## config.mk

```make
export PLATFORM = sky130hd
export DESIGN_NAME = tmw_timer8
export DESIGN_NICKNAME = d
export VERILOG_FILES = /design/src/hw/tmw_cmp_out.v /design/src/hw/tmw_timer8.v
export VERILOG_INCLUDE_DIRS = /design/src /design/src/hw
export SDC_FILE = /design/constraint.sdc
export NUM_CORES = 1
export LEC_CHECK = 0
export ABC_CLOCK_PERIOD_IN_PS = 3900
export BUFFER_PORTS_ARGS = -buffer_cell sky130_fd_sc_hd__buf_2
export CAP_MARGIN = 5
export CORE_MARGIN = 2
export CORE_UTILIZATION = 40
export DETAILED_ROUTE_END_ITERATION = 8
export GPL_ROUTABILITY_DRIVEN = 0
export PLACE_DENSITY = 0.62
export SLEW_MARGIN = 20
export SYNTH_ARGS = -nofsm -noshare
export SYNTH_HDL_FRONTEND = slang
export SYNTH_HIERARCHICAL = 1
export SYNTH_SLANG_ARGS = --single-unit
```

## constraint.sdc

```tcl
create_clock -name CLK_SYS -period 3.9 [get_ports CLK_SYS]
set_input_delay 0.39 -clock CLK_SYS [delete_from_list [all_inputs] [get_ports CLK_SYS]]
set_output_delay 0.39 -clock CLK_SYS [all_outputs]
set_load 0.01 [all_outputs]
```

## src/hw/tmw_timer8_consts.vh

```
// tmw_timer8_consts.vh: register map, field positions, reset values and
// mode codes of the eight-bit waveform timer.
// assumes byte addressing on a 32-bit Avalon-MM slave; registers sit in bits 7:0, except the status active compare copy in 15:8.
`ifndef TMW_TIMER8_CONSTS_VH
`define TMW_TIMER8_CONSTS_VH

// register byte addresses
`define TMW_ADDR_CTRL      8'h00
`define TMW_ADDR_COUNT     8'h04
`define TMW_ADDR_COMPARE   8'h08
`define TMW_ADDR_FLAGS     8'h0C
`define TMW_ADDR_PORT      8'h10
`define TMW_ADDR_STATUS    8'h14

// control register fields
`define TMW_CTRL_WAVE_LO   0
`define TMW_CTRL_WAVE_HI   1
`define TMW_CTRL_COM_LO    2
`define TMW_CTRL_COM_HI    3
`define TMW_CTRL_FORCE     7

// flag register fields (write one to clear)
`define TMW_FLAG_OVERFLOW  0
`define TMW_FLAG_COMPARE   1

// port register fields
`define TMW_PORT_VALUE     0
`define TMW_PORT_DIR       1

// status register fields
`define TMW_STAT_STATE     0
`define TMW_STAT_DRIVEN    1
`define TMW_STAT_BLOCK     2
`define TMW_STAT_ACT_LO    8
`define TMW_STAT_ACT_HI    15

// waveform_mode_field codes
`define TMW_WAVE_NORMAL    2'h0
`define TMW_WAVE_PHASE     2'h1
`define TMW_WAVE_CLEAR     2'h2
`define TMW_WAVE_FAST      2'h3

// compare_output_mode codes
`define TMW_COM_OFF        2'h0
`define TMW_COM_TOGGLE     2'h1
`define TMW_COM_CLEAR      2'h2
`define TMW_COM_SET        2'h3

// counter landmarks and reset values
`define TMW_BOTTOM         8'h00
`define TMW_MAX            8'hFF
`define TMW_PRE_MAX        8'hFE
`define TMW_ONE            8'h01
`define TMW_RST_BYTE       8'h00
`define TMW_RST_MODE       2'h0
`define TMW_RST_WORD       32'h0000_0000

`endif

```

## src/hw/tmw_cmp_out.v

```verilog
// tmw_cmp_out.v: compare output unit; holds compare_output_state and
// decides what the pin shows.
// assumes match, bottom and force inputs are single-cycle pulses on CLK_SYS.
`timescale 1ns/1ns
`include "tmw_timer8_consts.vh"

module tmw_cmp_out (
    input  wire       clk,
    input  wire       reset,
    input  wire [1:0] wave_mode,
    input  wire [1:0] com,
    input  wire       match_hit,
    input  wire       bottom_hit,
    input  wire       force_hit,
    input  wire [1:0] force_com,
    input  wire       port_value,
    input  wire       direction,
    output reg        state,
    output wire       pin_out,
    output wire       pin_oe
);

    reg       next_state;
    wire      override;
    wire      fast;

    assign fast     = (wave_mode == `TMW_WAVE_FAST);
    assign override = |com; // mode field alone decides the override

    // next output state: fast pwm bottom action is last so it wins a
    // same-tick match, which gives the steady level at compare = max
    always @* begin
        next_state = state;
        if (force_hit && !fast) begin // force acts at once, non-pwm only
            case (force_com) // same action as a real match
                `TMW_COM_TOGGLE: next_state = ~state;
                `TMW_COM_CLEAR:  next_state = 1'b0;
                `TMW_COM_SET:    next_state = 1'b1;
                default:         next_state = state;
            endcase
        end else if (match_hit) begin
            case (com) // mode zero leaves the state alone
                `TMW_COM_TOGGLE: next_state = fast ? state : ~state;
                `TMW_COM_CLEAR:  next_state = 1'b0;
                `TMW_COM_SET:    next_state = 1'b1;
                default:         next_state = state;
            endcase
        end
        if (bottom_hit && fast) begin
            case (com) // opposite action at bottom
                `TMW_COM_CLEAR: next_state = 1'b1;
                `TMW_COM_SET:   next_state = 1'b0;
                default:        next_state = next_state;
            endcase
        end
    end

    // state register, cleared by system reset only
    always @(posedge clk) begin
        if (reset) begin
            state <= 1'b0;
        end else begin
            state <= next_state;
        end
    end

    // pin mux: direction still gates the driver
    assign pin_oe  = direction;
    assign pin_out = direction & (override ? state : port_value);

endmodule

```

## src/hw/tmw_timer8.v

```verilog
// tmw_timer8.v: eight-bit timer/counter with compare output, normal,
// clear-on-match and fast pwm modes, behind an Avalon-MM slave.
// assumes TIMER_TICK is the single-cycle timer clock enable from the prescaler,
// synchronous to CLK_SYS; the bus master holds each request until waitrequest drops.
`timescale 1ns/1ns
`include "tmw_timer8_consts.vh"

module tmw_timer8 (
    input  wire        CLK_SYS,
    input  wire        RESET,
    input  wire        TIMER_TICK,
    input  wire [7:0]  AVS_ADDRESS,
    input  wire        AVS_READ,
    input  wire        AVS_WRITE,
    input  wire [31:0] AVS_WRITEDATA,
    input  wire [3:0]  AVS_BYTEENABLE,
    output reg  [31:0] AVS_READDATA,
    output wire        AVS_WAITREQUEST,
    output wire        PIN_OUT,
    output wire        PIN_OE,
    output wire        OVERFLOW_FLAG,
    output wire        COMPARE_FLAG
);

    // software-visible state
    reg  [1:0]  wave_mode;
    reg  [1:0]  com;
    reg  [7:0]  count;
    reg  [7:0]  cmp_buf;
    reg  [7:0]  cmp_active;
    reg         ovf_flag;
    reg         cmp_flag;
    reg         port_value;
    reg         direction;

    // internal state
    reg         block_match;
    reg         bus_ack;

    // next values
    reg  [7:0]  next_count;
    reg         next_ovf_flag;
    reg         next_cmp_flag;
    reg  [7:0]  next_cmp_active;
    reg         next_block;
    reg  [31:0] next_readdata;

    // decoded events
    reg         match_hit;
    reg         bottom_hit;
    reg         ovf_hit;
    reg         top_load;

    wire        bus_req;
    wire        wr_take;
    wire        rd_take;
    wire        lane0;
    wire        wr_ctrl;
    wire        wr_count;
    wire        wr_compare;
    wire        wr_flags;
    wire        wr_port;
    wire        force_hit;
    wire        is_eq;
    wire        fast;
    wire        state;

    // bus handshake: every access takes exactly one wait cycle, which
    // lets read data come from a flop without a combinational path
    assign bus_req         = AVS_READ | AVS_WRITE;
    assign AVS_WAITREQUEST = bus_req & ~bus_ack;
    assign wr_take         = AVS_WRITE & bus_ack;
    assign rd_take         = AVS_READ & ~bus_ack;
    assign lane0           = AVS_BYTEENABLE[0];

    // write decode, only the low byte lane carries register bits
    assign wr_ctrl    = wr_take & lane0 & (AVS_ADDRESS == `TMW_ADDR_CTRL);
    assign wr_count   = wr_take & lane0 & (AVS_ADDRESS == `TMW_ADDR_COUNT);
    assign wr_compare = wr_take & lane0 & (AVS_ADDRESS == `TMW_ADDR_COMPARE);
    assign wr_flags   = wr_take & lane0 & (AVS_ADDRESS == `TMW_ADDR_FLAGS);
    assign wr_port    = wr_take & lane0 & (AVS_ADDRESS == `TMW_ADDR_PORT);

    // force is a strobe carried by the control write itself
    assign force_hit = wr_ctrl & AVS_WRITEDATA[`TMW_CTRL_FORCE];

    assign is_eq = (count == cmp_active);
    assign fast  = (wave_mode == `TMW_WAVE_FAST);

    assign OVERFLOW_FLAG = ovf_flag;
    assign COMPARE_FLAG  = cmp_flag;

    // counter sequence: chosen by waveform mode only, output mode is
    // never looked at here
    always @* begin
        next_count = count;
        ovf_hit    = 1'b0;
        bottom_hit = 1'b0;
        top_load   = 1'b0;
        // the match is seen on the tick that closes the matched cycle,
        // and a counter write masks the tick that follows it
        match_hit  = TIMER_TICK & is_eq & ~block_match
                     & (wave_mode != `TMW_WAVE_PHASE);
        if (TIMER_TICK) begin
            case (wave_mode)
                `TMW_WAVE_NORMAL: begin
                    next_count = count + `TMW_ONE; // wraps through max
                    ovf_hit    = (count == `TMW_MAX);
                end
                `TMW_WAVE_CLEAR: begin
                    // a compare below the count is simply missed until the
                    // wrap, since the compare value is unbuffered here
                    if (match_hit) begin
                        next_count = `TMW_BOTTOM;
                    end else begin
                        next_count = count + `TMW_ONE;
                    end
                    ovf_hit = (count == `TMW_MAX);
                end
                `TMW_WAVE_FAST: begin
                    next_count = count + `TMW_ONE; // 256 states
                    ovf_hit    = (count == `TMW_PRE_MAX); // on reaching max
                    bottom_hit = (count == `TMW_MAX); // max to bottom
                    top_load   = (count == `TMW_MAX);
                end
                default: begin
                    next_count = count; // phase-correct mode is not built: hold
                end
            endcase
        end
        if (wr_count) begin
            next_count = AVS_WRITEDATA[7:0]; // write beats any count or clear
        end
    end

    // match blocking: armed by a counter write, dropped by the next tick
    always @* begin
        next_block = block_match;
        if (TIMER_TICK) begin
            next_block = 1'b0;
        end
        if (wr_count) begin
            next_block = 1'b1; // even with the timer stopped
        end
    end

    // active compare copy: direct in non-pwm modes, loaded at top in fast pwm
    always @* begin
        next_cmp_active = cmp_active;
        if (fast) begin
            if (top_load) begin
                next_cmp_active = cmp_buf;
            end
        end else if (wr_compare) begin
            next_cmp_active = AVS_WRITEDATA[7:0];
        end else begin
            next_cmp_active = cmp_buf;
        end
    end

    // flags: hardware set wins over a write-one clear in the same cycle;
    // force never sets the compare flag
    always @* begin
        next_ovf_flag = ovf_flag;
        next_cmp_flag = cmp_flag;
        if (wr_flags && AVS_WRITEDATA[`TMW_FLAG_OVERFLOW]) begin
            next_ovf_flag = 1'b0;
        end
        if (wr_flags && AVS_WRITEDATA[`TMW_FLAG_COMPARE]) begin
            next_cmp_flag = 1'b0;
        end
        if (ovf_hit) begin
            next_ovf_flag = 1'b1; // never cleared by hardware
        end
        if (match_hit) begin
            next_cmp_flag = 1'b1;
        end
    end

    // read mux, captured in the wait cycle; unmapped addresses read zero
    always @* begin
        next_readdata = `TMW_RST_WORD;
        case (AVS_ADDRESS)
            `TMW_ADDR_CTRL: begin
                next_readdata[`TMW_CTRL_WAVE_HI:`TMW_CTRL_WAVE_LO] = wave_mode;
                next_readdata[`TMW_CTRL_COM_HI:`TMW_CTRL_COM_LO]   = com;
            end
            `TMW_ADDR_COUNT: begin
                next_readdata[7:0] = count;
            end
            `TMW_ADDR_COMPARE: begin
                next_readdata[7:0] = cmp_buf;
            end
            `TMW_ADDR_FLAGS: begin
                next_readdata[`TMW_FLAG_OVERFLOW] = ovf_flag;
                next_readdata[`TMW_FLAG_COMPARE]  = cmp_flag;
            end
            `TMW_ADDR_PORT: begin
                next_readdata[`TMW_PORT_VALUE] = port_value;
                next_readdata[`TMW_PORT_DIR]   = direction;
            end
            `TMW_ADDR_STATUS: begin
                next_readdata[`TMW_STAT_STATE]  = state;
                next_readdata[`TMW_STAT_DRIVEN] = PIN_OE;
                next_readdata[`TMW_STAT_BLOCK]  = block_match;
                next_readdata[`TMW_STAT_ACT_HI:`TMW_STAT_ACT_LO] = cmp_active;
            end
            default: begin
                next_readdata = `TMW_RST_WORD;
            end
        endcase
    end

    // bus side registers
    always @(posedge CLK_SYS) begin
        if (RESET) begin
            bus_ack      <= 1'b0;
            AVS_READDATA <= `TMW_RST_WORD;
        end else begin
            bus_ack <= bus_req & ~bus_ack;
            if (rd_take) begin
                AVS_READDATA <= next_readdata;
            end
        end
    end

    // configuration registers; a new output mode simply waits for the
    // next match, it is not double buffered with the compare value
    always @(posedge CLK_SYS) begin
        if (RESET) begin
            wave_mode  <= `TMW_RST_MODE;
            com        <= `TMW_RST_MODE;
            cmp_buf    <= `TMW_RST_BYTE;
            port_value <= 1'b0;
            direction  <= 1'b0;
        end else begin
            if (wr_ctrl) begin
                wave_mode <= AVS_WRITEDATA[`TMW_CTRL_WAVE_HI:`TMW_CTRL_WAVE_LO];
                com       <= AVS_WRITEDATA[`TMW_CTRL_COM_HI:`TMW_CTRL_COM_LO];
            end
            if (wr_compare) begin
                cmp_buf <= AVS_WRITEDATA[7:0];
            end
            if (wr_port) begin
                port_value <= AVS_WRITEDATA[`TMW_PORT_VALUE];
                direction  <= AVS_WRITEDATA[`TMW_PORT_DIR];
            end
        end
    end

    // counting state
    always @(posedge CLK_SYS) begin
        if (RESET) begin
            count       <= `TMW_RST_BYTE;
            cmp_active  <= `TMW_RST_BYTE;
            block_match <= 1'b0;
            ovf_flag    <= 1'b0;
            cmp_flag    <= 1'b0;
        end else begin
            count       <= next_count;
            cmp_active  <= next_cmp_active;
            block_match <= next_block;
            ovf_flag    <= next_ovf_flag;
            cmp_flag    <= next_cmp_flag;
        end
    end

    // output unit; force uses the output mode carried by the same write
    tmw_cmp_out u_cmp_out (
        .clk        (CLK_SYS),
        .reset      (RESET),
        .wave_mode  (wave_mode),
        .com        (com),
        .match_hit  (match_hit),
        .bottom_hit (bottom_hit),
        .force_hit  (force_hit),
        .force_com  (AVS_WRITEDATA[`TMW_CTRL_COM_HI:`TMW_CTRL_COM_LO]),
        .port_value (port_value),
        .direction  (direction),
        .state      (state),
        .pin_out    (PIN_OUT),
        .pin_oe     (PIN_OE)
    );

endmodule

```

Yosys cells after proc, flatten, opt, wreduce, memory -nomap -nowiden
Index checks and enable logic that the tools add are counted.
{"block": "totals", "ff_bits": 51, "out_inout_bits": 37}
{"block": "op_classes", "addsub": 1, "n_eq_ne": 18, "bitwise_logic": 18, "mux": 30, "n_reduce_logical": 15}
{"op": "8-bit two-way mux", "count": 7}
{"op": "8-bit by 4-bit equality test with 1-bit output (second input constant)", "count": 2}
{"op": "8-bit by 5-bit equality test with 1-bit output (second input constant)", "count": 2}
{"op": "8-bit equality test (second input constant)", "count": 2}
{"op": "8-bit case mux with 2 select lines", "count": 1}
{"op": "1-bit bitwise AND", "count": 14}
{"op": "1-bit two-way mux", "count": 14}
{"op": "2-bit equality test (second input constant)", "count": 6}
{"op": "2-bit case mux with 6 select lines", "count": 1}
{"op": "1-bit case mux with 3 select lines", "count": 3}
{"op": "8-bit by 1-bit adder with 8-bit output (second input constant)", "count": 1}
{"op": "8-bit by 3-bit equality test with 1-bit output (second input constant)", "count": 1}
{"op": "8-bit equality test", "count": 1}
{"op": "8-bit logical NOT", "count": 1}
{"op": "4-bit case mux with 2 select lines", "count": 1}
{"op": "2-bit nonzero test", "count": 3}
{"op": "2-bit OR reduction", "count": 3}
{"op": "2-bit by 1-bit equality test with 1-bit output (second input constant)", "count": 2}
{"op": "1-bit logical AND", "count": 4}
{"op": "2-bit by 1-bit inequality test with 1-bit output (second input constant)", "count": 2}
{"op": "1-bit case mux with 2 select lines", "count": 2}
{"op": "1-bit case mux with 4 select lines", "count": 1}
{"op": "1-bit inverter", "count": 3}
{"op": "3-bit nonzero test", "count": 1}
{"op": "other kinds (4)", "count": 4}

Longest topological paths before layout
{"block": "depth", "word_depth": 8, "ltp_mapped": 10, "mapped_depth_nobuf": 10}

Cells and area by module
Netlist, hierarchy kept.
{"mod": "tmw_timer8", "area_each_um2": 2822.7, "n_inst": 1, "seq_area_each_um2": 1001.0, "cells_per_inst": 328}
{"mod": "tmw_cmp_out", "area_each_um2": 145.1, "n_inst": 1, "seq_area_each_um2": 20.0, "cells_per_inst": 19}

Worst setup path before layout
Ideal clock, no wire load.
{"block": "synth_path", "kind": "register to register", "startpoint": "reg wave_mode[1]", "endpoint": "reg u_cmp_out.state", "n_path_buf": 0, "setup_time_ps": 86, "slack_ps": 1894, "path_stages_with_launch": 11, "arrival_ps": 1920, "path_cell_list": "dfxtp_1 > inv_1 > ha_1 > or3b_1 > nor4_1 > nand3_1 > inv_1 > nand2_1 > a21oi_1 > o22ai_1 > a221oi_2"}
{"item": "start: declaration", "line": "tmw_timer8.v:26", "source": "reg [1:0] wave_mode;"}
{"item": "start signal: assignment", "line": "tmw_timer8.v:230", "source": "wave_mode <= `TMW_RST_MODE;"}
{"item": "start signal: assignment", "line": "tmw_timer8.v:237", "source": "wave_mode <= AVS_WRITEDATA[`TMW_CTRL_WAVE_HI:`TMW_CTRL_WAVE_LO];"}
{"item": "2-bit by 1-bit inequality test with 1-bit output (no source line) *"}
{"item": "1-bit bitwise AND *", "line": "tmw_timer8.v:101", "source": "match_hit = TIMER_TICK & is_eq & ~block_match"}
{"item": "net match_hit", "line": "tmw_timer8.v:49", "source": "reg match_hit;"}
{"item": "1-bit two-way mux *", "line": "tmw_cmp_out.v:41", "source": "end else if (match_hit) begin"}
{"item": "1-bit two-way mux *", "line": "tmw_cmp_out.v:34", "source": "if (force_hit && !fast) begin"}
{"item": "1-bit case mux with 2 select lines", "line": "tmw_cmp_out.v:50", "source": "case (com)"}
{"item": "1-bit two-way mux *", "line": "tmw_cmp_out.v:49", "source": "if (bottom_hit && fast) begin"}
{"item": "end signal: assignment", "line": "tmw_cmp_out.v:63", "source": "state <= next_state;"}
{"item": "end: declaration", "line": "tmw_cmp_out.v:18", "source": "output reg state,"}
Mark *: on every way through the listed nets, which the timed path passes. The rest lies on a longest branch.
A chain may end at the register's enable or synchronous reset.

Worst setup path in the final report
Ends and elaborated chain as after synthesis.

==> summary.md <==
| Metric | Value |
|---|---|
| Startpoint types | flop |
| Filler cells | 740 |
| Crit path time final | 2363 ps |
| CP Capture Type | flop |
| Tcrit/Tclk final | 0.6059 |
| Total Power | 1.049 mW |
| Initial Utilization | 0.4114 |
| Status | finished clean |
| Layout cells sized above 1 | 0.2139 |
| Placed wire-length estimate | about 5200 um |
| Setup bufs post-CTS | 0 |
| Mean Syn Cell Area | 8.553 sq um |
| Worst-skew pair later-pin latency | 300 ps |
| Hold path depth | 3 |
| GR Util All Layers | 0.1807 |
| Post-CTS Resized | 0 |
| Max Fclk | approximately 420 MHz |
| Hold Violations, Final | 0 |
| Initial antenna violation count | 0 |
| Register Area | 1021 sq um |
| R2r worst-path depth | 10 |
| CTS Buf Count | 5 |
| Via density | 5.266 |
| H-Tree Depth | 2 |
| Design area | between 3000 and 4000 sq um |
| # IOs | 86 |
| Die width | 90.14 um |
| Max_cap viols | 0 |
| #FFs+latches synth | 51 |
| Global-route wire length before repair | 11960 um |
| Routed length per instance | 15.06 um |
| CP required | 4120 ps |
| Fin nets | approximately 430 |
| FP Rows | 31 |
| Leak | 1.398 nW |
| Clk_skew | 6.687 ps |
| Antenna-violating nets left | 0 |
| Routed WL | 7123 um |
| Max-slew violation count | 0 |
| Final setup fails | 0 |
| Commonest non-fill, non-tap cell in the layout | dfxtp_1 |
| Drt first pass iters | 4 |
| Number of enable flip-flop cells after synthesis | 0 |
| # DRC | 0 |
| R2R setup slack | 1540 ps |
| Worst relative slew slack | 0.3636 |
| Remaining Overflow, GRT | 0 |
| Vias | about 2500 |
| Post-Synthesis Cell Area | 2968 sq um |
| Ant diodes | 0 |
| Vias in the first global route | 2370 |
| Hold_buf cts | 0 |
| Primary FF master, synth | dfxtp_1 |
| Hold endpoint | cmp_buf[5] |
| Port bufs | 42 |
| Peak supply drop | 122.9 uV |
| Unrepaired setup endpoints after global routing | false |
| Syn Inst Count | 347 |
| Multi-input gate area | 1709 sq um |
| R2R Path Start | wave_mode[1] |
| Largest net degree at the start of global routing | 38 |
| Layout area overhead | 9.359% |
| Hold/Removal Path Class | primary input to flop |
| Largest buffer count on any clock path | 2 |
| Syn. warnings | 6 |
| Share of flip-flops with an asynchronous set or reset | 0 |
| Most frequent cells in the layout | 51 x dfxtp_1, 42 x buf_2, 32 x nor2_1, 28 x nand2_1, 26 x a21oi_1 |
| CTS sink cnt | 51 |
| CTS Root Cell | clkbuf_8 |
| Chip height | about 90 um |
| Crit path max fanout | 7 |
| Sequential area share after synthesis | 0.3440 |
| Initial DRC count | 166 |
| Area after DPL | between 3000 and 4000 sq um |
| Hold path start | AVS_WRITEDATA[5] |
| P per Cell Area | 323.2 nW/um^2 |
| CTS tree | yes |
| Worst r2r dst | u_cmp_out/state |
| Worst path arrival time | 2590 ps |
| Worst-Margin Slew | about 950 ps |
| CORE AREA | 7214 sq um |
| Clock transition time at the flip-flop clock pins of the worst setup and hold paths | 90 ps |
| Setup_tns | 0 ps |
| Core Util, Final | 0.4499 |
| Die area | between 8000 and 9000 sq um |
| Critical setup path kind | flop to flop |
| Synth unique cells | 53 |
[power breakdown]
| group | internal (mW) | total, mW | leakage [nW] | switching (mW) |
|---|---|---|---|---|
| combinational | 0.0255 | 0.0836 | 0.922 | 0.0582 |
| sequential | 0.524 | 0.530 | 0.412 | 0.00618 |
| clock | 0.256 | 0.435 | 0.0644 | 0.179 |
[flip-flops by register name (all words and copies together) (netlist names)]
register         cells
u_cmp_out/state      1
block_match          1
count                8
direction            1
bus_ack              1
COMPARE_FLAG         1
AVS_READDATA        16
com                  2
port_value           1
cmp_buf              8
cmp_active           8
wave_mode            2
OVERFLOW_FLAG        1
[how the worst max path moves through the flow]
stage	cells after the start	start	end	slack [ps]
3_5_place_dp	5	AVS_ADDRESS[3]	cmp_active[1]	1400
2_1_floorplan	10	wave_mode[1]	u_cmp_out/state	1890
4_1_cts	10	wave_mode[1]	u_cmp_out/state	1530
3_3_place_gp	5	AVS_ADDRESS[3]	cmp_active[1]	1330
5_1_grt	10	wave_mode[1]	u_cmp_out/state	1270
6_report	10	wave_mode[1]	u_cmp_out/state	1540
[per-stage QoR]
stage               hold slack (ps)  std cells  setup slack [ps]
floorplan                     431.7        362              1894
global placement              436.6        465              1331
detailed placement            451.6        465              1398
CTS                           348.4        473              1529
global route                  364.8        473              1273
finish                        363.3        473              1537
[critical path, stage by stage (launching register included)]
cell      delay [ps]
dfxtp_1          490
inv_1            110
ha_1             200
or3b_1           370
nor4_1           280
nand3_1          160
inv_1            130
nand2_1           60
a21oi_1          130
o22ai_1          100
a221oi_2         240
[cell type report]
cell class                      count  share of cell area
Sequential cell                    51              0.3146
Multi-Input combinational cell    262              0.5266
Clock buffer                        5             0.02120
Inverter                           10             0.01157
Timing Repair Buffer               43             0.06708
Tap cell                           99             0.03817
Clock inverter                      3             0.02082
[synth_stat cells, types with 3 or more instances]
library cell / number / area, sq um
ha_1: 6 / 75.07
buf_4: 19 / 142.6
nor2_1: 32 / 120.1
nand2_1: 28 / 105.1
dfxtp_1: 51 / 1021
buf_6: 4 / 45.04
a31oi_1: 4 / 25.02
a21oi_1: 26 / 130.1
nand3_1: 9 / 45.04
nand2b_1: 3 / 18.77
a22oi_2: 8 / 100.1
nand3b_1: 4 / 30.03
nor4_1: 3 / 18.77
buf_2: 5 / 25.02
o21ai_0: 18 / 90.09
inv_1: 10 / 37.54
nor2_2: 8 / 50.05
nor2b_1: 3 / 18.77
mux2i_1: 15 / 150.1
a22oi_1: 7 / 52.55
nor3_1: 10 / 50.05
mux2_1: 7 / 78.83
and3_1: 5 / 31.28
clkbuf_1: 9 / 33.78
xor2_1: 12 / 105.1
nand4_1: 6 / 37.54
[routing by layer]
layer / track usage / vias up / part of all wire / wire, um
li1: - / 1232 / - / -
met1: 0.2439 / 1192 / 0.45 / 3221
met2: 0.2957 / 63 / 0.49 / 3469
met3: 0.03604 / 4 / 0.055 / 391
met4: 0.04744 / 0 / 0.0056 / 40
met5: 0 / - / 0 / 0
[logic make-up after synthesis]
| group | Yosys count | synth area share |
|---|---|---|
| and+or+nand+nor | 126 | 0.2226 |
| AOI/OAI and AO/OA | 77 | 0.1771 |
| DFF | 51 | 0.3440 |
| buffers and inverters | 49 | 0.09907 |
| muxes | 24 | 0.09233 |
| xor gates and xnor gates | 13 | 0.03836 |
| adders and majority gates | 6 | 0.02529 |
| other | 1 | 0.001264 |
No activity file was read; power rests on OpenSTA's default activity.
